### src/scci_defs.svh
// offsets, field values and reset values for the card command interpreter
`ifndef SCCI_DEFS_SVH
`define SCCI_DEFS_SVH
`define SCCI_OFS_CTRL      8'h00
`define SCCI_OFS_HDR       8'h04
`define SCCI_OFS_LEN       8'h08
`define SCCI_OFS_DATA      8'h0C
`define SCCI_OFS_STATUS    8'h10
`define SCCI_OFS_CARD_SEL  8'h18
`define SCCI_OFS_IRQ_STAT  8'h1C
`define SCCI_OFS_IRQ_MASK  8'h20
`define SCCI_OFS_REPLY0    8'h30
`define SCCI_OFS_REPLY1    8'h34
`define SCCI_OFS_REPLY2    8'h38
`define SCCI_OFS_REPLY3    8'h3C
`define SCCI_CLA           8'hFF
`define SCCI_INS_VERIFY    8'h20
`define SCCI_INS_FUSE      8'h05
`define SCCI_INS_INFO      8'h09
`define SCCI_VER_CNT_LEN   8'h08
`define SCCI_VER_KEY_ADDR  8'h0A
`define SCCI_VER_LEN       8'h02
`define SCCI_FUSE_LEN      8'h04
`define SCCI_FUSE_PIN_ON   8'h01
`define SCCI_INFO_LEN      8'h10
`define SCCI_SW_OK         16'h9000
`define SCCI_SW_NO_RETRY   16'h6300
`define SCCI_ERR_NONE      8'h00
`define SCCI_ERR_FORMAT    8'h03
`define SCCI_ERR_UNKNOWN   8'h04
`define SCCI_ERR_CARD_OP   8'h05
`define SCCI_TYPE_NONE     8'h00
`define SCCI_TYPE_MAX_SEQ  8'h09
`define SCCI_TYPE_MCU_T0   8'h0C
`define SCCI_TYPE_MCU_T1   8'h0D
`define SCCI_TYPE_BITMAP   16'h33FF
`define SCCI_STAT_ABSENT   8'h00
`define SCCI_STAT_INSERTED 8'h01
`define SCCI_STAT_POWERED  8'h03
`define SCCI_FW_VERSION    80'h0000_0000_0000_0000_0001
`define SCCI_MAX_CMD       8'h10
`define SCCI_MAX_RESP      8'h10
`define SCCI_IRQ_DONE      0
`define SCCI_IRQ_ERROR     1
`define SCCI_IRQ_FUSE      2
`endif

### src/scci_pkg.sv
// types for the card command interpreter
package scci_pkg;
  typedef enum logic [2:0] {
    SCCI_OP_PRESENT,
    SCCI_OP_READ_CNT,
    SCCI_OP_WRITE_CNT,
    SCCI_OP_ERASE_CNT,
    SCCI_OP_FUSE
  } scci_op_t;
  typedef enum {
    SCCI_IDLE,
    SCCI_DECODE,
    SCCI_PRESENT,
    SCCI_READ_CNT,
    SCCI_WRITE_CNT,
    SCCI_ERASE_CNT,
    SCCI_FUSE,
    SCCI_FINISH
  } scci_state_t;
endpackage

### src/scci_top.sv
// pseudo-command interpreter for secure memory cards, apb register access
//
// Contract
// - verify: FF 20 08 0A 02 plus code
// - present, clear one counter bit, erase
// - status 9000 ok, 6300 no retries
// - fuse burn: 05 00 00 04, four bytes
// - burned fuse stays burned, never restored
// - info query: FF 09 00 00 10
// - reply: firmware, limits, bitmap, selection, state
// - bitmap marks selectable supported types
// - selection 00 means none chosen
// - state 00 absent, 01 inserted, 03 powered
// - type codes 00-09, 0C, 0D
// - error codes 01 to 08
// - counter length locates bit to clear
// - other commands report 9000 on success
//
// Design decisions made here: the register offsets and register access over APB.
`timescale 1ns/10ps
`default_nettype none
`include "scci_defs.svh"
module scci_top (
  input  wire logic        pclk,
  input  wire logic        presetn,
  input  wire logic        psel,
  input  wire logic        penable,
  input  wire logic        pwrite,
  input  wire logic [7:0]  paddr,
  input  wire logic [31:0] pwdata,
  output logic      [31:0] prdata,
  output logic             pready,
  output logic             pslverr,
  output logic             irq,
  input  wire logic        card_present,
  input  wire logic        card_powered,
  output logic             card_req,
  output logic      [2:0]  card_op,
  output logic      [15:0] card_addr,
  output logic      [15:0] card_wdata,
  output logic      [7:0]  card_aux,
  input  wire logic        card_ack,
  input  wire logic        card_fail,
  input  wire logic [7:0]  card_rdata
);

  logic [31:0]         hdr_ff;
  logic [7:0]          len_ff;
  logic [31:0]         data_ff;
  logic [7:0]          card_sel_ff;
  logic [2:0]          irq_stat_ff;
  logic [2:0]          irq_mask_ff;
  logic                fuse_burned_ff;
  logic [15:0]         sw_ff;
  logic [7:0]          err_ff;
  logic [7:0]          cnt_ff;
  logic [3:0]          bit_idx_ff;
  logic [31:0]         prdata_ff;
  logic                pready_ff;
  logic                pslverr_ff;
  logic                irq_ff;
  logic                card_req_ff;
  logic [2:0]          card_op_ff;
  logic [15:0]         card_addr_ff;
  logic [15:0]         card_wdata_ff;
  logic [7:0]          card_aux_ff;
  scci_pkg::scci_state_t state_ff;
  scci_pkg::scci_state_t nxt_state;

  logic [7:0]   cla;
  logic [7:0]   ins;
  logic [7:0]   p1;
  logic [7:0]   p2;
  logic         setup;
  logic         wr_access;
  logic         rd_access;
  logic         go;
  logic         busy;
  logic         card_done;
  logic [127:0] reply;
  logic [7:0]   card_stat;
  logic [2:0]   evt;

  // index of the lowest one bit within the first len bits, 8 when none
  function automatic logic [3:0] first_one(input logic [7:0] v, input logic [7:0] len);
    logic [3:0] idx;
    idx = 4'h8;
    for (int i = 7; i >= 0; i--) begin
      if (v[i] && (8'(i) < len)) begin
        idx = 4'(i);
      end
    end
    return idx;
  endfunction

  // only listed card type codes may be selected
  function automatic logic type_valid(input logic [7:0] t);
    return (t <= `SCCI_TYPE_MAX_SEQ) || (t == `SCCI_TYPE_MCU_T0) ||
           (t == `SCCI_TYPE_MCU_T1);
  endfunction

  assign cla       = hdr_ff[7:0];
  assign ins       = hdr_ff[15:8];
  assign p1        = hdr_ff[23:16];
  assign p2        = hdr_ff[31:24];
  assign setup     = psel & ~penable;
  assign wr_access = psel & penable & pready_ff & pwrite;
  assign rd_access = psel & penable & pready_ff & ~pwrite;
  assign busy      = (state_ff != scci_pkg::SCCI_IDLE);
  assign go        = wr_access && (paddr == `SCCI_OFS_CTRL) && pwdata[0] && !busy;
  assign card_done = card_req_ff & card_ack;

  // card state byte
  assign card_stat = !card_present ? `SCCI_STAT_ABSENT :
                     card_powered  ? `SCCI_STAT_POWERED :
                                     `SCCI_STAT_INSERTED;

  // reply record, first byte in the low lane of the first word
  assign reply = {card_stat,
                  card_sel_ff,
                  `SCCI_TYPE_BITMAP,
                  `SCCI_MAX_RESP,
                  `SCCI_MAX_CMD,
                  `SCCI_FW_VERSION};

  // apb: answer computed in setup, so every access phase has pready high
  always_ff @(posedge pclk or negedge presetn) begin
    if (!presetn) begin
      pready_ff  <= 1'b0;
      pslverr_ff <= 1'b0;
      prdata_ff  <= 32'h0000_0000;
    end else begin
      pready_ff  <= setup;
      pslverr_ff <= 1'b0;
      prdata_ff  <= 32'h0000_0000;
      if (setup) begin
        case (paddr)
          `SCCI_OFS_CTRL:     prdata_ff <= {31'h0000_0000, busy};
          `SCCI_OFS_HDR:      prdata_ff <= hdr_ff;
          `SCCI_OFS_LEN:      prdata_ff <= {24'h00_0000, len_ff};
          `SCCI_OFS_DATA:     prdata_ff <= data_ff;
          `SCCI_OFS_STATUS:   prdata_ff <= {fuse_burned_ff, 7'h00, err_ff, sw_ff};
          `SCCI_OFS_CARD_SEL: prdata_ff <= {24'h00_0000, card_sel_ff};
          `SCCI_OFS_IRQ_STAT: prdata_ff <= {29'h0000_0000, irq_stat_ff};
          `SCCI_OFS_IRQ_MASK: prdata_ff <= {29'h0000_0000, irq_mask_ff};
          `SCCI_OFS_REPLY0:   prdata_ff <= reply[31:0];
          `SCCI_OFS_REPLY1:   prdata_ff <= reply[63:32];
          `SCCI_OFS_REPLY2:   prdata_ff <= reply[95:64];
          `SCCI_OFS_REPLY3:   prdata_ff <= reply[127:96];
          default:            pslverr_ff <= 1'b1;
        endcase
      end
    end
  end

  // command buffer; frozen while a command runs so the card sees stable fields
  always_ff @(posedge pclk or negedge presetn) begin
    if (!presetn) begin
      hdr_ff  <= 32'h0000_0000;
      len_ff  <= 8'h00;
      data_ff <= 32'h0000_0000;
    end else if (wr_access && !busy) begin
      case (paddr)
        `SCCI_OFS_HDR:  hdr_ff <= pwdata;
        `SCCI_OFS_LEN:  len_ff <= pwdata[7:0];
        `SCCI_OFS_DATA: data_ff <= pwdata;
        default: ;
      endcase
    end
  end

  // card type selection; invalid codes are dropped, keeping the old one
  always_ff @(posedge pclk or negedge presetn) begin
    if (!presetn) begin
      card_sel_ff <= `SCCI_TYPE_NONE;
    end else if (wr_access && (paddr == `SCCI_OFS_CARD_SEL) && type_valid(pwdata[7:0])) begin
      card_sel_ff <= pwdata[7:0];
    end
  end

  // interpreter sequence
  always_comb begin
    nxt_state = state_ff;
    case (state_ff)
      scci_pkg::SCCI_IDLE:      if (go) nxt_state = scci_pkg::SCCI_DECODE;
      scci_pkg::SCCI_DECODE: begin
        nxt_state = scci_pkg::SCCI_FINISH;
        if (cla == `SCCI_CLA && ins == `SCCI_INS_VERIFY && card_present &&
            p1 == `SCCI_VER_CNT_LEN && p2 == `SCCI_VER_KEY_ADDR && len_ff == `SCCI_VER_LEN) begin
          nxt_state = scci_pkg::SCCI_PRESENT;
        end
        if (cla == `SCCI_CLA && ins == `SCCI_INS_FUSE && card_present && p1 == 8'h00 &&
            p2 == 8'h00 && len_ff == `SCCI_FUSE_LEN && data_ff[23:16] == `SCCI_FUSE_PIN_ON) begin
          nxt_state = scci_pkg::SCCI_FUSE;
        end
      end
      scci_pkg::SCCI_PRESENT:   if (card_done) nxt_state = card_fail ? scci_pkg::SCCI_FINISH
                                                                     : scci_pkg::SCCI_READ_CNT;
      scci_pkg::SCCI_READ_CNT:  if (card_done) begin
        // no one bit left: skip the write and the erase, go straight to finish
        nxt_state = (card_fail || first_one(card_rdata, p1) == 4'h8) ? scci_pkg::SCCI_FINISH
                                                                      : scci_pkg::SCCI_WRITE_CNT;
      end
      scci_pkg::SCCI_WRITE_CNT: if (card_done) nxt_state = card_fail ? scci_pkg::SCCI_FINISH
                                                                     : scci_pkg::SCCI_ERASE_CNT;
      scci_pkg::SCCI_ERASE_CNT: if (card_done) nxt_state = scci_pkg::SCCI_FINISH;
      scci_pkg::SCCI_FUSE:      if (card_done) nxt_state = scci_pkg::SCCI_FINISH;
      scci_pkg::SCCI_FINISH:    nxt_state = scci_pkg::SCCI_IDLE;
      default:                  nxt_state = scci_pkg::SCCI_IDLE;
    endcase
  end

  always_ff @(posedge pclk or negedge presetn) begin
    if (!presetn) begin
      state_ff <= scci_pkg::SCCI_IDLE;
    end else begin
      state_ff <= nxt_state;
    end
  end

  // card requests: one request held until the card acknowledges
  always_ff @(posedge pclk or negedge presetn) begin
    if (!presetn) begin
      card_req_ff   <= 1'b0;
      card_op_ff    <= 3'h0;
      card_addr_ff  <= 16'h0000;
      card_wdata_ff <= 16'h0000;
      card_aux_ff   <= 8'h00;
    end else begin
      if (card_done) begin
        card_req_ff <= 1'b0;
      end
      if (state_ff != nxt_state) begin
        case (nxt_state)
          scci_pkg::SCCI_PRESENT: begin
            card_req_ff   <= 1'b1;
            card_op_ff    <= 3'(scci_pkg::SCCI_OP_PRESENT);
            card_addr_ff  <= {8'h00, p2};
            card_wdata_ff <= data_ff[15:0];
          end
          scci_pkg::SCCI_READ_CNT: begin
            card_req_ff  <= 1'b1;
            card_op_ff   <= 3'(scci_pkg::SCCI_OP_READ_CNT);
            card_aux_ff  <= p1;
          end
          scci_pkg::SCCI_WRITE_CNT: begin
            card_req_ff   <= 1'b1;
            card_op_ff    <= 3'(scci_pkg::SCCI_OP_WRITE_CNT);
            card_wdata_ff <= {12'h000, first_one(card_rdata, p1)};
          end
          scci_pkg::SCCI_ERASE_CNT: begin
            card_req_ff <= 1'b1;
            card_op_ff  <= 3'(scci_pkg::SCCI_OP_ERASE_CNT);
          end
          scci_pkg::SCCI_FUSE: begin
            card_req_ff   <= 1'b1;
            card_op_ff    <= 3'(scci_pkg::SCCI_OP_FUSE);
            card_addr_ff  <= {data_ff[7:0], data_ff[15:8]};
            card_wdata_ff <= {data_ff[23:16], data_ff[31:24]};
          end
          default: ;
        endcase
      end
    end
  end

  // counter snapshot at the counter read; the retry decision uses card_rdata directly
  always_ff @(posedge pclk or negedge presetn) begin
    if (!presetn) begin
      cnt_ff     <= 8'h00;
      bit_idx_ff <= 4'h0;
    end else if (state_ff == scci_pkg::SCCI_READ_CNT && card_done) begin
      cnt_ff     <= card_rdata;
      bit_idx_ff <= first_one(card_rdata, p1);
    end
  end

  // status words and error code
  always_ff @(posedge pclk or negedge presetn) begin
    if (!presetn) begin
      sw_ff  <= 16'h0000;
      err_ff <= `SCCI_ERR_NONE;
    end else begin
      if (state_ff == scci_pkg::SCCI_DECODE) begin
        sw_ff  <= `SCCI_SW_OK;
        err_ff <= `SCCI_ERR_NONE;
        if (ins == `SCCI_INS_INFO) begin
          if (cla != `SCCI_CLA || p1 != 8'h00 || p2 != 8'h00 || len_ff != `SCCI_INFO_LEN) begin
            err_ff <= `SCCI_ERR_FORMAT;
          end
        end else if (ins == `SCCI_INS_VERIFY || ins == `SCCI_INS_FUSE) begin
          if (nxt_state == scci_pkg::SCCI_FINISH) begin
            err_ff <= card_present ? `SCCI_ERR_FORMAT : `SCCI_ERR_CARD_OP;
          end
        end else begin
          err_ff <= `SCCI_ERR_UNKNOWN;
        end
      end
      if (card_done && card_fail) begin
        err_ff <= `SCCI_ERR_CARD_OP;
      end
      if (state_ff == scci_pkg::SCCI_READ_CNT && card_done && !card_fail &&
          first_one(card_rdata, p1) == 4'h8) begin
        sw_ff <= `SCCI_SW_NO_RETRY;
      end
      if (state_ff == scci_pkg::SCCI_FINISH && err_ff != `SCCI_ERR_NONE) begin
        sw_ff <= 16'h0000;
      end
    end
  end

  // burned fuse is sticky until power-on reset, nothing clears it
  always_ff @(posedge pclk or negedge presetn) begin
    if (!presetn) begin
      fuse_burned_ff <= 1'b0;
    end else if (state_ff == scci_pkg::SCCI_FUSE && card_done && !card_fail) begin
      fuse_burned_ff <= 1'b1;
    end
  end

  // interrupt events: done, error, fuse burned
  assign evt[`SCCI_IRQ_DONE]  = (state_ff == scci_pkg::SCCI_FINISH);
  assign evt[`SCCI_IRQ_ERROR] = (state_ff == scci_pkg::SCCI_FINISH) && (err_ff != `SCCI_ERR_NONE);
  assign evt[`SCCI_IRQ_FUSE]  = (state_ff == scci_pkg::SCCI_FUSE) && card_done && !card_fail;

  // read clears only what it reported, so a set at the setup edge survives; set wins
  always_ff @(posedge pclk or negedge presetn) begin
    if (!presetn) begin
      irq_stat_ff <= 3'h0;
      irq_mask_ff <= 3'h0;
      irq_ff      <= 1'b0;
    end else begin
      if (rd_access && paddr == `SCCI_OFS_IRQ_STAT) begin
        irq_stat_ff <= (irq_stat_ff & ~prdata_ff[2:0]) | evt;
      end else begin
        irq_stat_ff <= irq_stat_ff | evt;
      end
      if (wr_access && paddr == `SCCI_OFS_IRQ_MASK) begin
        irq_mask_ff <= pwdata[2:0];
      end
      irq_ff <= |(irq_stat_ff & irq_mask_ff);
    end
  end

  assign prdata     = prdata_ff;
  assign pready     = pready_ff;
  assign pslverr    = pslverr_ff;
  assign irq        = irq_ff;
  assign card_req   = card_req_ff;
  assign card_op    = card_op_ff;
  assign card_addr  = card_addr_ff;
  assign card_wdata = card_wdata_ff;
  assign card_aux   = card_aux_ff;

endmodule
`default_nettype wire

### config.mk
export PLATFORM = sky130hd
export DESIGN_NAME = scci_top
export DESIGN_NICKNAME = d
export VERILOG_FILES = /design/src/scci_pkg.sv /design/src/scci_top.sv
export VERILOG_INCLUDE_DIRS = /design/src
export SDC_FILE = /design/constraint.sdc
export NUM_CORES = 1
export LEC_CHECK = 0
export ABC_AREA = 1
export BUFFER_PORTS_ARGS = -buffer_cell sky130_fd_sc_hd__buf_2
export CORE_MARGIN = 5
export CORE_UTILIZATION = 52
export CTS_CLUSTER_DIAMETER = 80
export DETAILED_ROUTE_END_ITERATION = 12
export PLACE_DENSITY = 0.74
export SLEW_MARGIN = 10
export SYNTH_ARGS = -nofsm -noshare
export SYNTH_HDL_FRONTEND = slang
export SYNTH_SLANG_ARGS = --single-unit
### constraint.sdc
create_clock -name pclk -period 2.8 [get_ports pclk]
set_input_delay 0.56 -clock pclk [delete_from_list [all_inputs] [get_ports pclk]]
set_output_delay 0.56 -clock pclk [all_outputs]
set_load 0.01 [all_outputs]
==> impl_summary.md <==
Critical path
The delay of the slowest critical-path stage is 0.36 ns. The critical path arrival is 2.97 ns. The slowest stage cell on the critical path is dfrtp_1. For the worst setup path, the data required time is 3.23 ns. The worst setup path is captured at a flip-flop. The reg-to-reg startpoint is state_ff[7]$_DFF_PN0_. Traced cell by cell, the critical path runs through nor2_1 -> nand2_2 -> nor3_2 -> nand3_1 -> nor2_2 -> nand2_1 -> nand2_4 -> inv_2 -> nor2_1 -> nand3_1 -> nand3_1 -> nand2_1 -> nand2_1.

In this run the worst path has a maximum fanout of 11. The classification of the worst setup path is reg -> reg. The element type at the critical path start is a flip-flop. The number of cells on the worst reg-to-reg path is 13.

For flop-to-flop paths, the worst setup slack is 0.26 ns. The reg-to-reg endpoint is card_wdata[2]$_DFFE_PN0P_. Grouping stages by cell kind, the critical path spends the most delay in simple AND/OR/NAND/NOR gates. Counting both buffers and inverters, the worst setup path holds a total of 1.

Placed design
Timing analysis after detailed placement gives a worst setup slack of 0.1614 ns. The detailed-placement wirelength estimate is 20.72 mm. The placer's final routability congestion estimate is 0.9691. Port buffering added 135 buffers.

Yosys
Summed over all instances, the cell type with the most area after synthesis is dfrtp_1. Sorting the synthesized cells by area gives the leading types as dfrtp_1, nand2_1, inv_1. The synthesized netlist occupies a cell area of 9420 um^2. Dividing the synthesized area by the synthesized cell count gives 8.556 um^2. The Yosys step of the flow raised 0 warnings. The distinct cell type count of the synthesized netlist is 49. The flip-flop and latch count after synthesis is 203. The most used flip-flop cell after synthesis is dfrtp_1. In this run, synthesis inferred 0 flip-flops with an integrated enable. The async set or reset register ratio after synthesis is 1.000. Of the synthesized area, sequential elements account for 0.5392. In the synthesized netlist, the number of instances is 1101. The share of synthesized area in the top cell type comes to 0.5392.

Floorplan
Measured along the x axis, the die boundary spans 144.6 um. For this configuration, the core starts out at a cell density of 0.5262. During I/O placement, the number of pins put on the boundary was 136. After floorplanning, the core was divided into 49 placement rows. In this run the vertical extent of the chip is 144.6 um. The area of the core is 17900 um^2. The floorplan step defined a die boundary enclosing 20910 um^2.

Power
The worst-case IR drop observed on VDD is 378.1 uV. In this run the power density over the cells is 528.7 nW/um^2. The reported leakage power is 5.703 nW. The design draws 5.967 mW.

Finish
The number of nets at the end of the flow is 1338. Fill cells in the final layout number 1578. The final antenna diode count is 0.

The flip-flop and latch area is 5080 um^2. The post-route core utilization is 0.6305. Of the cells placed in the final design, the portion with a size suffix greater than 1 is 0.2012. Relative to the synthesized area, the layout overhead comes to 19.82%. In the final layout, the multi-input gates occupy 3821 um^2.

Timing
The worst slew slack as a fraction of its limit is 0.6262. The portion of the clock cycle consumed by the worst path in the final layout is 0.9065. The worst-case setup margin in the final layout is 0.2619 ns.

Setup repair after global routing left no endpoint under its margin. Clock skew on the completed layout was measured at 0.02116 ns. At the pin with the least slew margin, the transition time is 0.5601 ns.

The routed design could run at a clock period as short as 2.538 ns. Static timing analysis puts the maximum clock frequency at 394.0 MHz. The final-report hold violation count was 0.

The max-slew violation total from the final report is 0. In the final timing run, aggregate negative setup slack is 0 ns. The count of final setup violators is 0.

Routing
Using the TritonRoute via totals, the vias-per-cell ratio works out to 5.508. Wires add up to 27.58 mm. The initial detailed-routing violation count is 960. The final route contains 8405 vias. The number of detailed-route iterations in the first pass is 5. The number of nets with antenna violations after routing is 0.

The routed wire length per instance is 18.07 um. After detailed routing, the number of remaining DRC violations is 0.

Clock network
The post-CTS setup buffer count is 0. Counting the buffers created by CTS gives 22. TritonCTS built the clock tree. The clock net in this run drives a total of 203 sinks. CTS built an H-tree with a depth of 1. The root buffer selected by CTS is clkbuf_16.

For the worst-skew pair, the clock arrives at the later sink with an insertion delay of 0.51 ns. Clock-pin slew was measured on the worst setup and hold paths at 0.06 ns. The clock tree buffer depth is 3.

GRT
The largest net degree at the start of global routing is 66. For this run, the total global-route usage over all layers was measured as 0.2675. The number of antenna violations at the first check in global routing is 0. The global-route wire length before repair is 43.68 mm. After global routing the overflow that remains totals 0. The via count of the first global-routing pass is 8118.

Hold path
The classification of the worst-slack hold path is in -> async.

Outcome
The run finished with clean final reports.

Run
The tool flagged a number of max-cap violations equal to 0.
-- layout by cell type (no fill, tap or decap), types with 2 or more instances in the layout --
cell type  count
o21ai_0       71
nor3_2         2
buf_2        134
o21ai_4        2
a41oi_1        2
o21ai_2        5
inv_2          7
nand2_2        5
clkbuf_8       5
o22ai_1       12
nand2_1      273
clkbuf_16     22
o211ai_1       5
nand3_1       66
o21a_1         3
a221oi_1      12
nand2_4        4
nand3_2        5
buf_4         27
nor4_1        10
o21ai_1       51
conb_1        29
mux2_2         8
a31oi_1        5
nor2_4         8
nor2_1        85
buf_12         2
nor3_1        22
nand3_4        2
nand4_1       28
a21boi_0       2
inv_1        114
nor2_2         9
clkbuf_1       6
dfrtp_1      203
clkinv_2       7
a21oi_1       29
-- routing by layer --
metal	track usage	vias up	share of wire
met5	0	-	0
met4	0.09278	0	0.031
met3	0.04398	58	0.089
met2	0.4101	381	0.46
met1	0.3882	3977	0.42
li1	-	3989	-
-- worst register-to-register path: stages (launching register included) --
cell and delay (ns):
dfrtp_1 0.36, nor2_1 0.20, nand2_2 0.15, nor3_2 0.17
nand3_1 0.15, nor2_2 0.30, nand2_1 0.15, nand2_4 0.18
inv_2 0.09, nor2_1 0.35, nand3_1 0.12, nand3_1 0.12
nand2_1 0.07, nand2_1 0.07
-- where the power goes --
part           internal, mW  switching, mW
clock network          1.65           1.14
registers              2.96        0.00980
logic                0.0571          0.142
total                  4.67           1.30
-- sequential cells by signal, summed over array words and instances, names as in the netlist, 2 cells and up --
name / cells
irq_stat_ff: 3
card_addr: 16
state_ff: 32
sw_ff: 2
len_ff: 8
prdata: 32
card_aux: 8
card_sel_ff: 8
irq_mask_ff: 3
err_ff: 3
card_wdata: 16
card_op: 3
data_ff: 32
hdr_ff: 32
-- worst max path at each step --
stage / startpoint / to / slack [ns] / cells after the start
floorplan: paddr[7] / data_ff[24]$_DFFE_PN0P_ / 0.65 / 9
global placement: paddr[7] / card_wdata[6]$_DFFE_PN0P_ / 0.28 / 13
detailed placement: paddr[7] / card_wdata[10]$_DFFE_PN0P_ / 0.16 / 13
CTS: hdr_ff[22]$_DFFE_PN0P_ / card_wdata[14]$_DFFE_PN0P_ / 0.23 / 15
global route: state_ff[7]$_DFF_PN0_ / card_wdata[0]$_DFFE_PN0P_ / 0.05 / 13
finish: state_ff[7]$_DFF_PN0_ / card_wdata[2]$_DFFE_PN0P_ / 0.26 / 13
-- cell type report --
type                    count  area share
repair buffers            164     0.08214
well taps                 229     0.02539
flip-flops and latches    203      0.4501
clock inverters             8    0.006762
multi-input cells         767      0.3385
inverters                 123     0.04146
clock buffers              32     0.05565
-- repair_timing --
action / in CTS / in global routing
hold buffers: 0 / 0
endpoints found under the hold margin: 0 / 0
resized for setup: 0 / 2
endpoints found under the setup margin: 0 / 2
-- per-stage QoR --
step,cells,hold WS (ns),cell area (um^2)
after global routing,1526,0.08127,11290
after detailed placement,1486,0.4615,10570
after global placement,1486,0.4533,10570
final,1526,0.04504,11290
after floorplan,1129,0.2644,9525
after CTS,1526,0.05578,11270
-- synthesized netlist by cell type, types with 2 or more instances --
library cell	count
a21boi_0	2
a21oi_1	29
a221oi_1	12
a31oi_1	5
a41oi_1	2
buf_2	14
buf_4	3
buf_6	3
clkbuf_1	15
dfrtp_1	203
inv_1	114
inv_2	7
mux2_2	8
nand2_1	273
nand2_2	5
nand2_4	4
nand3_1	66
nand3_2	6
nand4_1	28
nor2_1	87
nor2_2	9
nor2_4	6
nor3_1	22
nor3_2	2
nor4_1	10
o211ai_1	5
o21a_1	3
o21ai_0	71
o21ai_1	51
o21ai_2	6
o22ai_1	12
-- logic make-up after synthesis --
group	synth area share
simple gates	0.2551
compound gates	0.1262
buf+inv	0.06946
mux	0.009563
other cells	0.0003981
flops	0.5392
No activity file was read; power rests on OpenSTA's default activity.
